File: src/core/ctp_defs.vh
/*
 header of constants for the cascaded 16-bit timer / pwm unit.
 assumes it is included by bare name from the design files under core/.
*/
`ifndef CTP_DEFS_VH
`define CTP_DEFS_VH

// operating modes on mode_sel
`define CTP_MODE_TIMER   2'h0
`define CTP_MODE_EVENT   2'h1
`define CTP_MODE_PWM     2'h2
`define CTP_MODE_OFF     2'h3

// source clock select codes on clk_sel
`define CTP_SRC_DIV11    3'h0
`define CTP_SRC_DIV7     3'h1
`define CTP_SRC_DIV5     3'h2
`define CTP_SRC_DIV3     3'h3
`define CTP_SRC_FS       3'h4
`define CTP_SRC_FC_DIV2  3'h5
`define CTP_SRC_FC       3'h6

// prescaler tap positions (divide by 2^(n+1) uses bit n)
`define CTP_TAP_DIV11    10
`define CTP_TAP_DIV7     6
`define CTP_TAP_DIV5     4
`define CTP_TAP_DIV3     2
`define CTP_TAP_DIV1     0

// prescaler width, reset values
`define CTP_PRE_W        11
`define CTP_CNT_RST      16'h0000
`define CTP_FF_RST       1'b0

`endif

File: src/core/ctp_timer16.v
/*
 cascaded 16-bit timer / event counter / pwm generator, control as plain ports.
 assumes all inputs but count_input_pin synchronous to core_clk; fs_tick is a one-cycle pulse at
 the low-frequency rate; slow_mode is high in slow and sleep operation.
*/
// Summary of operation
// timer mode counts the chained 16-bit counter on the chosen internal tick.
// after start, a match raises the timer interrupt, clears, keeps counting.
// software writes compare low byte, then high byte, never only one.
// timer/event compare has no buffer; software must not change it while running.
// software keeps the flip-flop init bit at 0 in timer and event modes.
// timer clocks fc/2^11,2^7,2^5,2^3; select bit swaps slowest for fs/2^3.
// event mode counts each falling edge on the count input pin.
// event match raises the event interrupt, clears, resumes on later edges.
// the count input holds each level at least two machine cycles.
// pwm toggles flip-flop on compare match, again on overflow with interrupt.
// the pwm flip-flop loads from its init bit and resets to 0.
// the pwm pin always drives the inverse of the flip-flop.
// pwm compare is buffered; loaded at interrupt when running, at once when stopped.
// reading pwm compare during pwm output returns the buffered shift value.
// software writes pwm compare low byte then high byte, never only one.
// software updates pwm compare right after the interrupt, avoiding the transfer.
// on stop the pin keeps its level; init bit changes only after the stop.
// software stops the timer before entering stop mode.
// pwm adds fs, fc/2 and fc; slow mode allows only fs/2^3 and fs.
// software sets the shared port latch to 1 before pwm output.
// count input is synchronised; interrupts are single-cycle pulses.
`timescale 1ns/100ps
`include "ctp_defs.vh"

module ctp_timer16 #(
   parameter CNT_W = 16
) (
   input  wire             core_clk,
   input  wire             sys_rst,
   input  wire             fs_tick,
   input  wire             slow_mode,
   input  wire [1:0]       mode_sel,
   input  wire [2:0]       clk_sel,
   input  wire             divider_select_bit,
   input  wire             run_bit,
   input  wire             flipflop_init_bit,
   input  wire             compare_low_byte_we,
   input  wire             compare_high_byte_we,
   input  wire             pwm_compare_low_byte_we,
   input  wire             pwm_compare_high_byte_we,
   input  wire [7:0]       wr_data,
   input  wire             count_input_pin,
   output reg  [CNT_W-1:0] compare_rd,
   output reg  [CNT_W-1:0] pwm_compare_rd,
   output reg  [CNT_W-1:0] count_rd,
   output reg              output_flipflop,
   output wire             pwm_out_pin,
   output reg              timer_match_irq,
   output reg              event_match_irq,
   output wire             timer_irq_any
);
   wire [`CTP_PRE_W-1:0] fc_tick;
   wire                  fs_div8_tick;

   reg  [CNT_W-1:0] cnt_q;
   reg  [CNT_W-1:0] cmp_q;
   reg  [CNT_W-1:0] pwm_buf_q;
   reg  [CNT_W-1:0] pwm_act_q;
   reg  [7:0]       pwm_low_hold_q;
   reg              pwm_pend_q;
   reg              run_q;
   reg              init_q;
   reg              cin_s1_q;
   reg              cin_s2_q;
   reg              cin_s3_q;
   reg              tick;

   ctp_prescaler #(
      .W            (`CTP_PRE_W)
   ) u_pre (
      .core_clk     (core_clk),
      .sys_rst      (sys_rst),
      .fs_tick      (fs_tick),
      .fc_tick      (fc_tick),
      .fs_div8_tick (fs_div8_tick)
   );

   wire mode_timer = (mode_sel == `CTP_MODE_TIMER);
   wire mode_event = (mode_sel == `CTP_MODE_EVENT);
   wire mode_pwm   = (mode_sel == `CTP_MODE_PWM);

   // source tick select; fc-derived options are dead while running slow
   always @* begin
      tick = 1'b0;
      case (clk_sel)
         `CTP_SRC_DIV11: tick = (divider_select_bit | slow_mode) ? fs_div8_tick
                                 : fc_tick[`CTP_TAP_DIV11];
         `CTP_SRC_DIV7:  tick = ~slow_mode & fc_tick[`CTP_TAP_DIV7];
         `CTP_SRC_DIV5:  tick = ~slow_mode & fc_tick[`CTP_TAP_DIV5];
         `CTP_SRC_DIV3:  tick = ~slow_mode & fc_tick[`CTP_TAP_DIV3];
         `CTP_SRC_FS:    tick = mode_pwm & fs_tick;
         `CTP_SRC_FC_DIV2: tick = mode_pwm & ~slow_mode & fc_tick[`CTP_TAP_DIV1];
         `CTP_SRC_FC:    tick = mode_pwm & ~slow_mode;
         default:        tick = 1'b0;
      endcase
   end

   // the second and third stages feed the edge detector
   wire cin_fall = cin_s3_q & ~cin_s2_q;
   wire step     = mode_event ? cin_fall : tick;
   wire running  = run_q & ~(mode_sel == `CTP_MODE_OFF);
   wire hit_cmp  = running & step & (cnt_q == cmp_q) & ~mode_pwm;
   wire pwm_ovf  = running & step & mode_pwm & (&cnt_q);
   wire pwm_hit  = running & step & mode_pwm & (cnt_q == pwm_act_q);
   wire init_chg = init_q ^ flipflop_init_bit;
   wire pwm_wr   = pwm_compare_high_byte_we;
   wire [CNT_W-1:0] pwm_wr_val = {wr_data, pwm_low_hold_q};

   always @(posedge core_clk) begin
      if (sys_rst) begin
         cin_s1_q <= 1'b1;
         cin_s2_q <= 1'b1;
         cin_s3_q <= 1'b1;
      end else begin
         cin_s1_q <= count_input_pin;
         cin_s2_q <= cin_s1_q;
         cin_s3_q <= cin_s2_q;
      end
   end

   // counter and match logic
   always @(posedge core_clk) begin
      if (sys_rst) begin
         cnt_q           <= `CTP_CNT_RST;
         run_q           <= 1'b0;
         timer_match_irq <= 1'b0;
         event_match_irq <= 1'b0;
      end else begin
         run_q           <= run_bit;
         timer_match_irq <= 1'b0;
         event_match_irq <= 1'b0;
         if (!running) begin
            // counter clears while stopped so each start counts from zero
            cnt_q <= `CTP_CNT_RST;
         end else if (hit_cmp) begin
            cnt_q <= `CTP_CNT_RST;
            if (mode_event)
               event_match_irq <= 1'b1;
            else
               timer_match_irq <= 1'b1;
         end else if (pwm_ovf) begin
            cnt_q           <= `CTP_CNT_RST;
            timer_match_irq <= 1'b1;
         end else if (step) begin
            cnt_q <= cnt_q + {{(CNT_W-1){1'b0}}, 1'b1};
         end
      end
   end

   // compare registers; timer compare has no buffer stage
   always @(posedge core_clk) begin
      if (sys_rst) begin
         cmp_q          <= {CNT_W{1'b1}};
         pwm_buf_q      <= {CNT_W{1'b0}};
         pwm_act_q      <= {CNT_W{1'b0}};
         pwm_low_hold_q <= 8'h00;
         pwm_pend_q     <= 1'b0;
      end else begin
         if (compare_low_byte_we)
            cmp_q[7:0] <= wr_data;
         if (compare_high_byte_we)
            cmp_q[CNT_W-1:8] <= wr_data;
         // low byte is held until the high byte, so both land together
         if (pwm_compare_low_byte_we)
            pwm_low_hold_q <= wr_data;
         if (pwm_wr)
            pwm_buf_q <= pwm_wr_val;
         if (!running && (pwm_wr || pwm_pend_q)) begin
            pwm_act_q  <= pwm_wr ? pwm_wr_val : pwm_buf_q;
            pwm_pend_q <= 1'b0;
         end else if (pwm_ovf) begin
            // a write in the transfer cycle wins, see the write-timing caveat
            pwm_act_q  <= pwm_wr ? pwm_wr_val : pwm_buf_q;
            pwm_pend_q <= 1'b0;
         end else if (pwm_wr) begin
            pwm_pend_q <= 1'b1;
         end
      end
   end

   // output flip-flop: toggles while running in pwm mode, holds on stop
   always @(posedge core_clk) begin
      if (sys_rst) begin
         output_flipflop <= `CTP_FF_RST;
         init_q          <= 1'b0;
      end else begin
         init_q <= flipflop_init_bit;
         if (pwm_ovf)
            output_flipflop <= ~output_flipflop;
         else if (pwm_hit)
            output_flipflop <= ~output_flipflop;
         else if (!running && !run_bit && init_chg)
            output_flipflop <= flipflop_init_bit;
         else if (!running && run_bit)
            output_flipflop <= flipflop_init_bit;
      end
   end

   assign pwm_out_pin   = ~output_flipflop;
   assign timer_irq_any = timer_match_irq | event_match_irq;

   always @(posedge core_clk) begin
      if (sys_rst) begin
         compare_rd     <= {CNT_W{1'b0}};
         pwm_compare_rd <= {CNT_W{1'b0}};
         count_rd       <= {CNT_W{1'b0}};
      end else begin
         compare_rd     <= cmp_q;
         pwm_compare_rd <= (mode_pwm & running) ? pwm_act_q : pwm_buf_q;
         count_rd       <= cnt_q;
      end
   end
endmodule // ctp_timer16

File: src/core/ctp_prescaler.v
/*
 free-running prescaler giving one-cycle enable pulses at fc/2^n and fs/2^3.
 assumes core_clk is fc and fs_tick is a one-cycle pulse at the fs rate.
*/
`timescale 1ns/100ps
`include "ctp_defs.vh"

module ctp_prescaler #(
   parameter W = `CTP_PRE_W
) (
   input  wire         core_clk,
   input  wire         sys_rst,
   input  wire         fs_tick,
   output wire [W-1:0] fc_tick,
   output wire         fs_div8_tick
);
   reg  [W-1:0] pre_q;
   reg  [2:0]   fs_pre_q;
   wire [W:0]   carry;

   always @(posedge core_clk) begin
      if (sys_rst) begin
         pre_q    <= {W{1'b0}};
         fs_pre_q <= 3'h0;
      end else begin
         pre_q <= pre_q + {{(W-1){1'b0}}, 1'b1};
         if (fs_tick)
            fs_pre_q <= fs_pre_q + 3'h1;
      end
   end

   // tick n fires once per 2^(n+1) clocks, on the wrap of bits n..0
   assign carry[0] = 1'b1;
   genvar i;
   generate
      for (i = 0; i < W; i = i + 1) begin : g_tap
         assign carry[i+1]  = carry[i] & pre_q[i];
         assign fc_tick[i]  = carry[i+1];
      end
   endgenerate

   assign fs_div8_tick = fs_tick & (fs_pre_q == 3'h7);
endmodule // ctp_prescaler

File: config.mk
export PLATFORM = sky130hd
export DESIGN_NAME = ctp_timer16
export DESIGN_NICKNAME = d
export VERILOG_FILES = /design/src/core/ctp_timer16.v /design/src/core/ctp_prescaler.v
export VERILOG_INCLUDE_DIRS = /design/src /design/src/core
export SDC_FILE = /design/constraint.sdc
export NUM_CORES = 1
export LEC_CHECK = 0
export ABC_AREA = 0
export BUFFER_PORTS_ARGS = -buffer_cell sky130_fd_sc_hd__buf_2
export CAP_MARGIN = 20
export CORE_UTILIZATION = 45
export CTS_CLUSTER_SIZE = 30
export DETAILED_ROUTE_END_ITERATION = 12
export PLACE_DENSITY_LB_ADDON = 0.15
export SLEW_MARGIN = 20
export SYNTH_ARGS = -nofsm -noshare
export SYNTH_HDL_FRONTEND = slang
export SYNTH_SLANG_ARGS = --single-unit
File: constraint.sdc
create_clock -name core_clk -period 2.85 [get_ports core_clk]
set_input_delay 0.1425 -clock core_clk [delete_from_list [all_inputs] [get_ports core_clk]]
set_output_delay 0.1425 -clock core_clk [all_outputs]
set_load 0.01 [all_outputs]
## Yosys cells after proc, flatten, opt, wreduce, memory -nomap -nowiden

Cells that the tools add are included.

- Bitwise operators: 36
- $add $sub $neg: 3
- Reduce and logical (&&, ||, !) cells: 15
- Muxes and demuxes: 15
- Equality and inequality tests: 12

Operators with widths:

| cell | count |
|---|---|
| 2-to-1 mux 16 bit | 4 |
| equality test 16 bit | 2 |
| AND 1 bit | 26 |
| adder 16 x 1 -> 16 bit, second input constant | 1 |
| AND reduction 16 bit | 1 |
| equality test 3 bit, second input constant | 4 |
| adder 11 x 1 -> 11 bit, second input constant | 1 |
| 2-to-1 mux 1 bit | 10 |
| NOT 1 bit | 7 |
| case mux 1 bit (7 select lines) | 1 |
| equality test 3 x 2 -> 1 bit, second input constant | 2 |
| OR reduction 3 bit | 2 |
| equality test 2 bit, second input constant | 2 |
| logical AND 1 bit | 4 |
| nonzero test 4 bit | 1 |
| OR reduction 4 bit | 1 |
| adder 3 x 1 -> 3 bit, second input constant | 1 |
| equality test 3 x 1 -> 1 bit, second input constant | 1 |
| zero test 3 bit | 1 |
| equality test 2 x 1 -> 1 bit, second input constant | 1 |
| zero test 1 bit | 2 |
| bitwise OR 1 bit | 2 |
| nonzero test 2 bit | 1 |
| OR reduction 2 bit | 1 |
| 2 further kinds | 2 |

- Output and inout port bits: 53
- Input port bits: 25
- Word-level logic and storage cells: 101
- Flip-flop bits (word level): 143

## Depth between registers and ports, before layout

- Depth after elaboration: 18
- Gate-level depth with buffers: 10

## Hierarchy

Synthesis repeated with hierarchy kept, for this count alone.

- Cells, all modules: 591
- Area, all modules: 5721.7 um2

By module, submodules not included:

| module | cells each | area an instance (um2) | instances |
|---|---|---|---|
| ctp_timer16 | 520 | 5082.4 | 1 |
| ctp_prescaler | 71 | 639.4 | 1 |

## Worst setup path after synthesis

Ideal clock, no wire load.

- Path type: reg2reg
- From: reg u_pre.pre_q[0]
- To: reg pwm_act_q[10]
- Slack: 570 ps
- Data arrival time: 2159 ps
- Buffers on the path: 2
- Required time: 2729 ps
- Stages on the path, launching flop included: 10
- Clock period less this slack: 2280 ps
- Library setup time: 121 ps
- Cells stage by stage: dfxtp_1 -> ha_1 -> ha_1 -> nor3b_1 -> a221o_1 -> o211ai_2 -> o21a_1 -> buf_6 -> buf_12 -> mux2_4

- Cells in the longest elaborated chain, start to end: 17
- Elaborated cells on any way between the ends: 21
- Those cells by class: mux: 3; bitwise: 17; reduce/logical: 1

Ends and longest elaborated chain:

| item | line | text |
|---|---|---|
| from (decl) | ctp_prescaler.v:17 | `reg [W-1:0] pre_q;` |
| from (signal assigned) | ctp_prescaler.v:23 | `pre_q <= {W{1'b0}};` |
| from (signal assigned) | ctp_prescaler.v:26 | `pre_q <= pre_q + {{(W-1){1'b0}}, 1'b1};` |
| AND 1 bit (10 in a row) | ctp_prescaler.v:37 | `assign carry[i+1] = carry[i] & pre_q[i];` |
| 2-to-1 mux 1 bit | ctp_timer16.v:92 | `` `CTP_SRC_DIV11: tick = (divider_select_bit \| slow_mode) ? fs_div8_tick `` |
| case mux 1 bit (7 select lines) * | ctp_timer16.v:91 | `case (clk_sel)` |
| 2-to-1 mux 1 bit * | ctp_timer16.v:106 | `wire step = mode_event ? cin_fall : tick;` |
| AND 1 bit * (3 in a row) | ctp_timer16.v:109 | `wire pwm_ovf = running & step & mode_pwm & (&cnt_q);` |
| nonzero test 2 bit (no source line) * | n/a |  |
| to (signal assigned) | ctp_timer16.v:161 | `pwm_act_q <= {CNT_W{1'b0}};` |
| to (signal assigned) | ctp_timer16.v:175 | `pwm_act_q <= pwm_wr ? pwm_wr_val : pwm_buf_q;` |
| to (signal assigned) | ctp_timer16.v:179 | `pwm_act_q <= pwm_wr ? pwm_wr_val : pwm_buf_q;` |
| to (decl) | ctp_timer16.v:64 | `reg [CNT_W-1:0] pwm_act_q;` |

Mark *: on every way between the ends. The rest lies on a longest branch, timed or not.
A chain may end at the register's enable or synchronous reset.

## Worst setup path after layout

- From: reg u_pre.pre_q[0]
- To: reg cnt_q[6]

- Cells in the longest elaborated chain, start to end: 17
- Elaborated cells on any way between the ends: 23
- Those cells by class: mux: 3; bitwise: 19; reduce/logical: 1

Ends and longest elaborated chain:

| item | line | text |
|---|---|---|
| AND 1 bit (10 in a row) | ctp_prescaler.v:37 |  |
| 2-to-1 mux 1 bit | ctp_timer16.v:92 |  |
| case mux 1 bit (7 select lines) * | ctp_timer16.v:91 |  |
| 2-to-1 mux 1 bit * | ctp_timer16.v:106 |  |
| AND 1 bit | ctp_timer16.v:108, ctp_timer16.v:109 |  |
| AND 1 bit, on equally long branches (2 in a row) | ctp_timer16.v:108, ctp_timer16.v:109 |  |
| OR reduction 4 bit (no source line) | n/a |  |
| to (signal assigned) | ctp_timer16.v:130 | `` cnt_q <= `CTP_CNT_RST; `` |
| to (signal assigned) | ctp_timer16.v:140 | `` cnt_q <= `CTP_CNT_RST; `` |
| to (signal assigned) | ctp_timer16.v:142 | `` cnt_q <= `CTP_CNT_RST; `` |
| to (decl) | ctp_timer16.v:61 | `reg [CNT_W-1:0] cnt_q;` |

Marked as above.

==> metrics.log <==
INFO  metric yosysMostFrequentCell = sky130_fd_sc_hd__dfxtp_1
INFO  metric timing.critical_path.arrival = 2.90 ns
INFO  metric startpoint_of_the_lowest_slack_register_to_register_path = u_pre.pre_q[0]
INFO  metric synth_cells = 583
INFO  metric cts.sink_count = about 140
INFO  metric vias_per_cell = 5.04
INFO  metric regToRegEndpoint = cnt_q[6]
INFO  metric first_drt_iteration_drcs = 250
INFO  metric vdd_drop_max = 0.428 mV
INFO  metric multiInputGateArea = 0.00267 mm²
INFO  metric synth.yosys.warnings = 0
INFO  metric cpLargestDelayFamily = simple AND/OR/NAND/NOR gates
INFO  metric setup.worst_path.end_class = flip-flop
INFO  metric start_point_of_the_critical_path = u_pre.pre_q[0]
INFO  metric timing.slew.headroom = 0.472
INFO  metric placeableCoreArea = 0.0122 mm²
INFO  metric routabilityCongestion = 0.787
INFO  metric final_core_util = 0.561
INFO  metric fin_setup_tns = 0 ns
INFO  metric setup_buffers_after_cts = 0
INFO  metric clockBufferDepth = 2
INFO  metric critical_path_buf_inv_count = 0
INFO  metric power_leakage = 2.84 nW
INFO  metric setup_slack = 0.287 ns
INFO  metric drv.max_cap_violation_count = 0
INFO  metric setup_repair_after_global_routing_missed_its_margin = no
INFO  metric count_of_final_max_slew_check_failures = 0
INFO  metric post_route_cells_drive_above_1_share = 0.213
INFO  metric number_of_enable_flip_flop_cells_after_synthesis = 0
INFO  metric synthTopCellsByArea = sky130_fd_sc_hd__dfxtp_1 50%, sky130_fd_sc_hd__nor2b_1 7.4%, sky130_fd_sc_hd__xnor2_1 5.5%
INFO  metric die_x = about 120 µm
INFO  metric detailedPlacementHpwl = 8590 µm
INFO  metric n_fill_cell = 1136
INFO  metric grt_antenna_before_repair = 0
INFO  metric synth_area_per_cell = slightly below 10 µm²
INFO  metric nets = about 700
INFO  metric clock-root-buffer = sky130_fd_sc_hd__clkbuf_16
INFO  metric synth_top_area_share = 0.498
INFO  metric die_y = between 100 and 150 µm
INFO  metric start_util = 0.471
INFO  metric grt_pass1_vias = around 3800
INFO  metric power_density = a little under 700 mW/mm²
INFO  metric yosys_register_bits = 143
INFO  metric row_count = 40
INFO  metric maximum_number_of_pins_on_one_net_before_global_route_repair = just under 70
INFO  metric io_pins = approximately 80
INFO  metric timing_worst_slew_pin_value = 0.792 ns
INFO  metric die_area = roughly 0.013 mm²
INFO  metric place.port_buffers = 77
INFO  metric critical_path_depth = 8
INFO  metric cts_htree_levels = 4
INFO  metric r2r.worst_path.cells = 8
INFO  metric postRouteWirelength = 12800 µm
INFO  metric drt-wirelength-per-cell = 15.5 µm
INFO  metric power.total = between 4 and 5 mW
INFO  metric layout.cells.non_filler = 830
INFO  metric fmax = 390 MHz
INFO  metric critical_path.slowest_cell = sky130_fd_sc_hd__or4b_1
INFO  metric post-route-drc-count = 0
INFO  metric grt_usage = 0.206
INFO  metric delay_of_the_slowest_critical_path_stage = 0.54 ns
INFO  metric dp.cells = 796
INFO  metric netlist.top_cell.by_area = sky130_fd_sc_hd__dfxtp_1
INFO  metric seqCellArea = 0.00286 mm²
INFO  metric reg2reg_setup_slack = 0.29 ns
INFO  metric netlist_area = 0.00575 mm²
INFO  metric timing.setup.critical_path_class = reg -> reg
INFO  metric last_element_of_the_critical_path = cnt_q[6]
INFO  metric drt_first_pass_iters = 4
INFO  metric path_cells = ha_1 -> ha_1 -> nor4b_1 -> nand4_1 -> a21oi_2 -> o21ai_2 -> or4b_1 -> a21oi_1
INFO  metric final_hold_viol_count = 0
INFO  metric synth_sequential_area_ratio = 0.498
INFO  metric final-setup-viol-count = 0
INFO  metric detailedPlace.worstSlack = roughly 0.3 ns
INFO  metric post-route-period-util = 0.899
INFO  metric critical_path_source_type = flip-flop
INFO  metric synth.cells.most_frequent = 143 x sky130_fd_sc_hd__dfxtp_1, 68 x sky130_fd_sc_hd__nor2b_1, 46 x sky130_fd_sc_hd__nand2_1
INFO  metric ant_nets = 0
INFO  metric count_of_cells_resized_by_post_cts_repair = 0
INFO  metric grt_first_pass_wirelength = around 20000 µm
INFO  metric cp_max_fo = 24
INFO  metric crit_path_frequent_cell = sky130_fd_sc_hd__ha_1
INFO  metric clk_transition_reported_paths = ~0.06 ns
INFO  metric insertion_delay = around 0.42 ns
INFO  metric synth_cell_type_count = 55
INFO  metric syn-num-nets = roughly 600
INFO  metric fin_crit = 2.56 ns
INFO  metric cts-buffers-inserted = 17
INFO  metric worstPathRequired = ~3.2 ns
INFO  metric synthToLayoutAreaGrowth = 19.2%
INFO  metric vias = between 4000 and 5000
INFO  metric status = completed
INFO  metric gr-total-overflow = 0
INFO  metric holdCritPathClass = in -> reg
INFO  metric postSynth.topFlopCell = sky130_fd_sc_hd__dfxtp_1
INFO  metric cts_tree = done
INFO  metric synth-async-reset-ratio = 0
INFO  metric fin_worst_skew = 0.0167 ns
INFO  metric antennaDiodeCount = 0
[worst min path at each step]
stage                               start   endpoint  slack, ns  depth (start not counted)
after floorplan           count_input_pin   cin_s1_q       0.25                          1
after global placement    count_input_pin   cin_s1_q       0.33                          2
final                          wr_data[0]   cmp_q[8]       0.01                          2
after global routing           wr_data[6]  cmp_q[14]       0.02                          2
after CTS                      wr_data[0]   cmp_q[8]      0.001                          2
after detailed placement  count_input_pin   cin_s1_q       0.33                          2
[through the flow]
step,cell area [µm²],hold slack [ns]
finish,6850,0.00978
global route,6850,0.0173
CTS,6850,0.00115
detailed placement,6200,0.327
global placement,6200,0.325
floorplan,5750,0.246
[layout make-up]
| class | count | area share |
|---|---|---|
| clock inverters | 5 | 0.0146 |
| repair buffers | 87 | 0.0687 |
| multi-input cells | 396 | 0.390 |
| inverters | 5 | 0.00274 |
| flip-flops and latches | 143 | 0.418 |
| clock buffers | 26 | 0.0758 |
| well taps | 168 | 0.0307 |
[cell families (layout without fill, tap and decap cells)]
| kind of cell | Yosys count | after routing | share of synthesized area |
|---|---|---|---|
| adder cells (fa/ha/maj) | 5 | 5 | 0.0109 |
| AND/OR/NAND/NOR | 222 | 222 | 0.207 |
| buffers and inverters | 44 | 123 | 0.0374 |
| multiplexers | 44 | 44 | 0.0867 |
| flip-flops | 143 | 143 | 0.498 |
| AO/OA/AOI/OAI | 82 | 82 | 0.0943 |
| XOR/XNOR | 43 | 43 | 0.0655 |
[repair_timing]
action / 4_1_cts / 5_1_grt
hold endpoints to repair: 3 / 0
hold buffers: 3 / 0
setup endpoints to repair: 0 / 0
[state kept, by name, indices dropped and copies added, names as in the netlist, 3 cells and up]
signal,flops
cmp_q,16
cnt_q,16
pwm_compare_rd,16
pwm_low_hold_q,8
u_pre.fs_pre_q,3
pwm_act_q,16
pwm_buf_q,16
u_pre.pre_q,11
count_rd,16
compare_rd,16
[worst reg2reg max path, delay by kind of cell (launching register included)]
| kind | cells | cell delay [ns] |
|---|---|---|
| simple gates | 3 | 1.04 |
| compound gates | 3 | 0.67 |
| flops | 1 | 0.40 |
| fa+ha+maj | 2 | 0.38 |
[metal layers]
| layer | up-vias | wire length [µm] | track usage | share of wire |
|---|---|---|---|---|
| met3 | 16 | 625 | 0.0564 | 0.049 |
| li1 | 2119 | - | - | - |
| met1 | 1943 | 6280 | 0.276 | 0.49 |
| met4 | 0 | 218 | 0.0918 | 0.017 |
| met2 | 106 | 5710 | 0.312 | 0.44 |
| met5 | - | 0 | 0 | 0 |
[cells in the final DEF, fill, tap and decap left out, types with 11 or more instances in the layout]
master | Yosys | final
sky130_fd_sc_hd__nor2_1 | 45 | 45
sky130_fd_sc_hd__a211o_1 | 16 | 16
sky130_fd_sc_hd__o21ai_0 | 13 | 13
sky130_fd_sc_hd__xnor2_1 | 36 | 36
sky130_fd_sc_hd__nand3_1 | 11 | 11
sky130_fd_sc_hd__dfxtp_1 | 143 | 143
sky130_fd_sc_hd__mux2i_1 | 28 | 28
sky130_fd_sc_hd__a21oi_1 | 33 | 33
sky130_fd_sc_hd__clkbuf_16 | 0 | 17
sky130_fd_sc_hd__nor2b_1 | 68 | 68
sky130_fd_sc_hd__buf_2 | 9 | 76
sky130_fd_sc_hd__nand2_1 | 46 | 46
[where the power goes]
part	total [mW]	switching, mW	leakage, nW	internal, mW
registers	2.13	0.0466	1.17	2.08
logic	0.317	0.172	1.37	0.145
clock network	2.28	0.775	0.306	1.51
total	4.73	0.993	2.84	3.74
(Power assumes the default switching activity.)
